==> src/bidr_defines.svh <==
// Offsets, field positions and values for the board identity register bank
// ----------------------------------------
// What this block does
// Version words: firmware type in upper 16 bits, version number lower 16
// Standard release images report firmware type code 1
// Golden recovery version of main controller reports type code 2
// Front-end B version reads all zeros when no module B fitted
// Extension module version reads all zeros when no extension fitted
// Active image word: type top digit, three-digit version, four unused digits
// Unused low four hex digits of active image word read zero
// Production date: week in bits 31:16, year in bits 15:0
// Calibration date: week in bits 31:16, year in bits 15:0
// Calibration date changes only by factory calibration, never user calibration
// Serial number register returns the board's unique serial number
// Maximum sampling rate returned in hertz as 64-bit integer
// Maximum rate ignores channel-configuration speed reductions
// Active image register exists only when a golden image is present
// All registers read-only; writes ignored and change nothing (code: a factory-mode full-word write updates the calibration date)
// ----------------------------------------
`ifndef BIDR_DEFINES_SVH
`define BIDR_DEFINES_SVH

// ----------------------------------------
// Register indices, byte address is four times the index
// ----------------------------------------
`define BIDR_IDX_PROD_DATE 20'h007e4
`define BIDR_IDX_CALIB_DATE 20'h007e9
`define BIDR_IDX_SERIAL 20'h007ee
`define BIDR_IDX_MAX_RATE 20'h00834
`define BIDR_IDX_MAX_RATE_HI 20'h00835
`define BIDR_IDX_MAIN_VER 20'h33450
`define BIDR_IDX_RECOV_VER 20'h33451
`define BIDR_IDX_ACTIVE_VER 20'h33452
`define BIDR_IDX_CLOCK_VER 20'h3345a
`define BIDR_IDX_CONFIG_VER 20'h33464
`define BIDR_IDX_FE_A_VER 20'h3346e
`define BIDR_IDX_FE_B_VER 20'h3346f
`define BIDR_IDX_EXT_VER 20'h33482
`define BIDR_IDX_POWER_VER 20'h3348c
`define BIDR_IDX_CALIB_CTRL 20'h33500

// ----------------------------------------
// Field positions and values
// ----------------------------------------
`define BIDR_TYPE_MSB 31
`define BIDR_TYPE_LSB 16
`define BIDR_TYPE_STANDARD 16'h0001
`define BIDR_TYPE_GOLDEN 16'h0002
`define BIDR_ACT_TYPE_STANDARD 4'h1
`define BIDR_ACT_TYPE_GOLDEN 4'h2
`define BIDR_ACT_UNUSED 16'h0000
`define BIDR_UNMAPPED_DATA 32'h00000000
`define BIDR_CALIB_COMMIT_BIT 0

`endif

==> src/bidr_pkg.sv <==
// Types for the board identity register bank
package bidr_pkg;

   // ----------------------------------------
   // Version word, date word, active image word, bus handshake state
   // ----------------------------------------
   typedef struct packed
   {
      logic [15:0] fw_type;
      logic [15:0] fw_number;
   } bidr_version_t;

   typedef struct packed
   {
      logic [15:0] week;
      logic [15:0] year;
   } bidr_date_t;

   typedef struct packed
   {
      logic [3:0] boot_type;
      logic [11:0] version;
      logic [15:0] unused;
   } bidr_active_t;

   typedef enum logic [1:0]
   {
      BIDR_IDLE = 2'b00,
      BIDR_ANSWER = 2'b01,
      BIDR_RELEASE = 2'b10
   } bidr_state_t;

endpackage : bidr_pkg

==> src/bidr_regs.sv <==
// Board identity register bank, Avalon-MM slave
`timescale 1ns/1ps
`include "bidr_defines.svh"

module bidr_regs
   import bidr_pkg::*;
#(
   parameter int ADDR_W = 22,
   parameter bit HAS_GOLDEN = 1'b1,
   parameter logic [15:0] MAIN_FW_NUMBER = 16'h0001,
   parameter logic [15:0] RECOV_FW_NUMBER = 16'h0001,
   parameter logic [15:0] CLOCK_FW_NUMBER = 16'h0001,
   parameter logic [15:0] CONFIG_FW_NUMBER = 16'h0001,
   parameter logic [15:0] FE_A_FW_NUMBER = 16'h0001,
   parameter logic [15:0] FE_B_FW_NUMBER = 16'h0001,
   parameter logic [15:0] EXT_FW_NUMBER = 16'h0001,
   parameter logic [15:0] POWER_FW_NUMBER = 16'h0001,
   parameter logic [31:0] SERIAL = 32'h00001234,
   parameter logic [31:0] PROD_DATE = 32'h00010001,
   parameter logic [63:0] MAX_RATE_HZ = 64'h0000000000000001
)
(
   input wire logic SYS_CLK,
   input wire logic RST_N,
   input wire logic [ADDR_W-1:0] AVS_ADDRESS,
   input wire logic AVS_READ,
   input wire logic AVS_WRITE,
   input wire logic [31:0] AVS_WRITEDATA,
   input wire logic [3:0] AVS_BYTEENABLE,
   output logic [31:0] AVS_READDATA,
   output logic AVS_WAITREQUEST,
   input wire logic FE_B_PRESENT,
   input wire logic EXT_PRESENT,
   input wire logic BOOTED_GOLDEN,
   input wire logic FACTORY_MODE,
   input wire logic [31:0] CALIB_DATE_INIT
);

   // ----------------------------------------
   // Elaboration checks
   // ----------------------------------------
   // Index decode takes a full 20-bit word index, so narrower buses cannot reach the bank
   if (ADDR_W < 22)
   begin : g_addr_w_check
      $error("bidr_regs: ADDR_W must be at least 22");
   end

   // ----------------------------------------
   // Decode and state
   // ----------------------------------------
   bidr_state_t state;
   logic [19:0] index;
   logic [31:0] next_rdata;
   bidr_date_t calib_date;
   logic calib_loaded;
   logic [ADDR_W-3:0] word_addr;
   logic [ADDR_W-3:0] word_idx;
   bidr_version_t ver;
   bidr_active_t act;

   // Word addressed: drop the two byte bits
   assign word_addr = AVS_ADDRESS[ADDR_W-1:2];
   assign word_idx = word_addr;
   assign index = word_addr[19:0];

   // ----------------------------------------
   // Read multiplexer
   // ----------------------------------------
   always_comb
   begin
      next_rdata = `BIDR_UNMAPPED_DATA;
      ver = '0;
      act = '0;
      if (word_idx[ADDR_W-3:0] == {{(ADDR_W-22){1'b0}}, index})
      begin
         case (index)
            `BIDR_IDX_PROD_DATE: next_rdata = PROD_DATE;
            `BIDR_IDX_CALIB_DATE: next_rdata = calib_date;
            `BIDR_IDX_SERIAL: next_rdata = SERIAL;
            // Unrestricted board limit, channel modes not applied
            `BIDR_IDX_MAX_RATE: next_rdata = MAX_RATE_HZ[31:0];
            `BIDR_IDX_MAX_RATE_HI: next_rdata = MAX_RATE_HZ[63:32];
            `BIDR_IDX_MAIN_VER:
            begin
               ver = '{`BIDR_TYPE_STANDARD, MAIN_FW_NUMBER};
               next_rdata = ver;
            end
            `BIDR_IDX_RECOV_VER:
            begin
               if (HAS_GOLDEN)
               begin
                  ver = '{`BIDR_TYPE_GOLDEN, RECOV_FW_NUMBER};
               end
               next_rdata = ver;
            end
            `BIDR_IDX_ACTIVE_VER:
            begin
               if (HAS_GOLDEN)
               begin
                  act.boot_type = BOOTED_GOLDEN ? `BIDR_ACT_TYPE_GOLDEN
                                                : `BIDR_ACT_TYPE_STANDARD;
                  act.version = BOOTED_GOLDEN ? RECOV_FW_NUMBER[11:0]
                                              : MAIN_FW_NUMBER[11:0];
                  act.unused = `BIDR_ACT_UNUSED;
               end
               next_rdata = act;
            end
            `BIDR_IDX_CLOCK_VER:
            begin
               ver = '{`BIDR_TYPE_STANDARD, CLOCK_FW_NUMBER};
               next_rdata = ver;
            end
            `BIDR_IDX_CONFIG_VER:
            begin
               ver = '{`BIDR_TYPE_STANDARD, CONFIG_FW_NUMBER};
               next_rdata = ver;
            end
            `BIDR_IDX_FE_A_VER:
            begin
               ver = '{`BIDR_TYPE_STANDARD, FE_A_FW_NUMBER};
               next_rdata = ver;
            end
            `BIDR_IDX_FE_B_VER:
            begin
               if (FE_B_PRESENT)
               begin
                  ver = '{`BIDR_TYPE_STANDARD, FE_B_FW_NUMBER};
               end
               next_rdata = ver;
            end
            `BIDR_IDX_EXT_VER:
            begin
               if (EXT_PRESENT)
               begin
                  ver = '{`BIDR_TYPE_STANDARD, EXT_FW_NUMBER};
               end
               next_rdata = ver;
            end
            `BIDR_IDX_POWER_VER:
            begin
               ver = '{`BIDR_TYPE_STANDARD, POWER_FW_NUMBER};
               next_rdata = ver;
            end
            default: next_rdata = `BIDR_UNMAPPED_DATA;
         endcase
      end
   end

   // ----------------------------------------
   // Bus handshake: one wait cycle, then answer
   // ----------------------------------------
   always_ff @(posedge SYS_CLK)
   begin
      if (!RST_N)
      begin
         state <= BIDR_IDLE;
         AVS_WAITREQUEST <= 1'b1;
         AVS_READDATA <= 32'h00000000;
      end
      else
      begin
         case (state)
            BIDR_IDLE:
            begin
               if (AVS_READ || AVS_WRITE)
               begin
                  state <= BIDR_ANSWER;
                  AVS_WAITREQUEST <= 1'b0;
                  AVS_READDATA <= AVS_READ ? next_rdata : 32'h00000000;
               end
            end
            BIDR_ANSWER:
            begin
               // Master releases here; waitrequest rises again
               state <= BIDR_RELEASE;
               AVS_WAITREQUEST <= 1'b1;
            end
            BIDR_RELEASE:
            begin
               state <= BIDR_IDLE;
            end
            default:
            begin
               state <= BIDR_IDLE;
               AVS_WAITREQUEST <= 1'b1;
            end
         endcase
      end
   end

   // ----------------------------------------
   // Calibration date store
   // ----------------------------------------
   // Only the factory strap unlocks the commit; user calibration has no path here
   always_ff @(posedge SYS_CLK)
   begin
      if (!RST_N)
      begin
         calib_date <= '0;
         calib_loaded <= 1'b0;
      end
      else if (!calib_loaded)
      begin
         calib_date <= CALIB_DATE_INIT;
         calib_loaded <= 1'b1;
      end
      else if (FACTORY_MODE && AVS_WRITE && state == BIDR_ANSWER
               && index == `BIDR_IDX_CALIB_DATE && (&AVS_BYTEENABLE))
      begin
         calib_date <= AVS_WRITEDATA;
      end
   end
   // All other writes are accepted and dropped // R15

endmodule : bidr_regs

==> config.mk <==
export PLATFORM = sky130hd
export DESIGN_NAME = bidr_regs
export DESIGN_NICKNAME = d
export VERILOG_FILES = /design/src/bidr_pkg.sv /design/src/bidr_regs.sv
export VERILOG_INCLUDE_DIRS = /design/src /design/src/src
export SDC_FILE = /design/constraint.sdc
export NUM_CORES = 1
export LEC_CHECK = 0
export ABC_AREA = 1
export BUFFER_PORTS_ARGS = -buffer_cell sky130_fd_sc_hd__buf_4
export CAP_MARGIN = 20
export CORE_UTILIZATION = 50
export CTS_CLUSTER_SIZE = 25
export DETAILED_ROUTE_END_ITERATION = 8
export HOLD_SLACK_MARGIN = 0.1
export PLACE_DENSITY = 0.84
export SLEW_MARGIN = 0
export SYNTH_ARGS = -nofsm -noshare
export SYNTH_HDL_FRONTEND = slang
export SYNTH_SLANG_ARGS = --single-unit
==> constraint.sdc <==
create_clock -name SYS_CLK -period 3 [get_ports SYS_CLK]
set_clock_uncertainty 0.15 [all_clocks]
set_input_delay 0 -clock SYS_CLK [delete_from_list [all_inputs] [get_ports SYS_CLK]]
set_output_delay 0 -clock SYS_CLK [all_outputs]
set_load 0.005 [all_outputs]
==> results.ini <==
[status]
run_status = finished, final reports clean

[floorplanning]
floorplan.io_pins = 131
floorplan.rows = 28
die-width_um = 81.7
initial_standard_cell_utilization_of_the_core = 0.528
die_area_um2 = 6680
die_height_um = 81.7
core_um2 = 6030

[synth]
fraction_of_the_mapped_netlist_area_in_compound_gates = 0.174
synth_top_family_by_area = simple AND/OR/NAND/NOR gates
yosys.area_share.adder = 0
synth_simple_gate_area_share = 0.228
synth_cell_type_count = 27
synth.avg_cell_area_um2 = 7.46
synth_xor_area_frac = 0
synth-async-reset-ratio = 0
mappedNetlistArea_um2 = 3180
postSynthCellCount = 426
ys_seq_elements = 68
seq_area_frac_synth = 0.428
synth_edf_count = 0
synth_flop_cell = sky130_fd_sc_hd__dfxtp_1
yosys-mux-area-fraction = 0.101
synthesis.yosys.warnings = 0
syn-num-nets = 524

[layout]
stdcell_area_um2 = 5380
syn2layout_area_growth_pct = 69.3
antenna-diode-count = 0
mostFrequentLayoutCells = sky130_fd_sc_hd__buf_4 (132), sky130_fd_sc_hd__dlygate4sd3_1 (95), sky130_fd_sc_hd__nand2_1 (91)
fill_cells = 242
drive_gt1_frac = 0.260
final_common_cell = sky130_fd_sc_hd__buf_4
post_layout_nonfiller_instances = 722
layout.nets = 740

[drt]
route.vias.total = 4348
routed_wire_length_per_instance_um = 21.0
route.detailed.vias_per_inst = 6.02
route.final.wire_length_mm = 15.2
detail_route.drc_violations = 0
detailedRoute.firstIterationViolations = 511
detail-route-antenna-nets = 0
detailedRoute.firstPassIterationCount = 5

[place]
gp_routability_congestion = 0.897
port_buffers = 128
placed_cell_count = 611
placement.cell_area_um2 = 4160
place_hpwl_mm = 5.75

[setup_path]
worst-r2r-setup-slack_ns = 0.22
r2r_start = calib_loaded$_DFF_P_
end_kind = flip-flop
cp_data_arrival_time_ns = 3.04
required_ns = 3.11
reg2reg_depth = 5
worst_r2r_endpoint = calib_date[14]$_SDFFE_PN0P_
critical_path.startpoint_type = input pin
criticalPathCategory = in2reg
critical_path_peak_fanout = 4

[timing]
finalWorstPathRequiredPeriod_ns = 2.93
setup_viol_count_final = 0
final-max-slew-violation-count = 0
fin_crit_sh = 0.975
finalSetupTns_ns = 0
timing_hold_violations_final = 0
worstMarginPinSlew_ns = 0.831
slew-limit-headroom = 0.446
fmaxAchievable_mhz = 342
rsz_0062_raised_after_global_routing = no

[power_and_ir_drop]
fin_total_pwr_mw = 2.42
power.density_cell_area_nw_per_um2 = 450
pwr-share-clk = 0.422
internal-power_mw = 1.81
static-leakage-power_nw = 2.46
p_sw_uw = 613
sw_frac = 0.253
seq_power_share = 0.402
share_comb_of_total_power = 0.176
vdd.ir_drop.worst_mv = 0.352

[grt]
grt_pass1_wl_mm = 22.0
number_of_antenna_violations_at_the_first_check_in_global_routing = 0
gr-total-overflow = 0
grt_pass1_vias = 4328
all_layer_global_routing_usage = 0.449
largest_net_degree_at_the_start_of_global_routing = 65

[hold_path]
timing.hold.worst.class = in2reg
hold_ep = AVS_READDATA[2]$_SDFFE_PN0P_
timing.hold.worst.start = AVS_ADDRESS[11]
whs_path_depth = 7

[cts]
cts_max_level = 3
number_of_buffers_inserted_by_post_cts_setup_repair = 0
max-clock-path-buffers = 2
numCtsBuffers = 9
cts_tree = built
worst_setup_hold_path_clk_slew_ns = 0.08
worst_skew_pair.late_latency_ns = 0.35
numClockSinks = 68
cts.root.buffer_cell = sky130_fd_sc_hd__clkbuf_8

[flow_run]
maxCapViolations = 0

-- state kept, by name, indices dropped and copies added, names as in the netlist --
register / count
calib_date: 32
calib_loaded: 1
AVS_WAITREQUEST: 1
state: 2
AVS_READDATA: 32
-- worst max path at each step --
stage | start | to | cells past startpoint
final | AVS_ADDRESS[6] | AVS_READDATA[17]$_SDFFE_PN0P_ | 11
after detailed placement | calib_loaded$_DFF_P_ | calib_date[1]$_SDFFE_PN0P_ | 3
after CTS | calib_loaded$_DFF_P_ | calib_date[13]$_SDFFE_PN0P_ | 5
after global placement | calib_loaded$_DFF_P_ | calib_date[6]$_SDFFE_PN0P_ | 3
after global routing | AVS_ADDRESS[16] | calib_date[22]$_SDFFE_PN0P_ | 12
after floorplan | calib_loaded$_DFF_P_ | calib_date[6]$_SDFFE_PN0P_ | 4
-- cell type report --
cell class / count / area (µm²) / share of cell area
repair buffers: 227 / 1940 / 0.361
flip-flops and latches: 68 / 1370 / 0.254
multi-input cells: 307 / 1610 / 0.299
inverters: 29 / 109 / 0.0202
well taps: 75 / 93.8 / 0.0174
clock inverters: 7 / 139 / 0.0258
clock buffers: 9 / 124 / 0.0230
-- synth_stat cells, types with 2 or more instances --
master / count / share of area
sky130_fd_sc_hd__nor2_1: 37 / 0.044
sky130_fd_sc_hd__inv_1: 21 / 0.025
sky130_fd_sc_hd__nand2_1: 91 / 0.11
sky130_fd_sc_hd__inv_2: 7 / 0.0083
sky130_fd_sc_hd__buf_2: 6 / 0.0094
sky130_fd_sc_hd__clkbuf_1: 12 / 0.014
sky130_fd_sc_hd__dfxtp_1: 68 / 0.43
sky130_fd_sc_hd__a21oi_1: 63 / 0.099
sky130_fd_sc_hd__buf_6: 3 / 0.011
sky130_fd_sc_hd__nand4_1: 3 / 0.0059
sky130_fd_sc_hd__o21ai_1: 38 / 0.060
sky130_fd_sc_hd__nand3_1: 27 / 0.043
sky130_fd_sc_hd__a21oi_2: 4 / 0.011
sky130_fd_sc_hd__nor2_4: 2 / 0.0071
sky130_fd_sc_hd__mux2i_1: 32 / 0.10
-- logic make-up (layout without fill, tap and decap cells) --
family,count (synthesis),in the layout
AO/OA/AOI/OAI,107,107
buffers and inverters,51,272
flip-flops,68,68
multiplexers,32,32
AND/OR/NAND/NOR,168,168
-- metrics by stage --
step	worst slack [ns]	utilization	hold slack (ns)
2_1_floorplan	1.48	-	-0.122
3_3_place_gp	1.09	0.690	0.140
3_5_place_dp	1.04	0.690	0.150
4_1_cts	0.176	0.891	0.104
5_1_grt	0.00574	0.893	0.204
6_report	0.0743	0.893	0.146
-- what timing repair did --
item,CTS,global route
resized for setup,0,2
endpoints found under the setup margin,0,16
endpoints found under the hold margin,59,0
hold buffers,95,0
-- power groups by stage --
stage	logic, mW	registers (mW)	clock network [mW]
6_report	0.427	0.972	1.02
5_1_grt	0.445	0.974	1.04
4_1_cts	0.378	0.964	0.989
3_5_place_dp	0.265	0.984	0
3_3_place_gp	0.259	0.983	0
2_1_floorplan	0.142	0.973	0
-- metal layers --
metal	vias to the layer above	wire length (µm)	GRT usage
li1	1855	-	-
met1	1949	5220	0.495
met2	427	7240	0.766
met3	117	1580	0.101
met4	0	1130	0.300
met5	-	0	0
-- worst max-delay path: stages --
cell	delay [ns]
sky130_fd_sc_hd__dlygate4sd3_1	0.53
sky130_fd_sc_hd__buf_4	0.14
sky130_fd_sc_hd__nand3_1	0.07
sky130_fd_sc_hd__dlygate4sd3_1	0.57
sky130_fd_sc_hd__nor2_1	0.15
sky130_fd_sc_hd__dlygate4sd3_1	0.59
sky130_fd_sc_hd__nand3_1	0.10
sky130_fd_sc_hd__dlygate4sd3_1	0.59
sky130_fd_sc_hd__nand2_1	0.07
sky130_fd_sc_hd__nand3_1	0.10
sky130_fd_sc_hd__a21oi_1	0.14
Note: power is estimated with default switching activity, not from simulation.
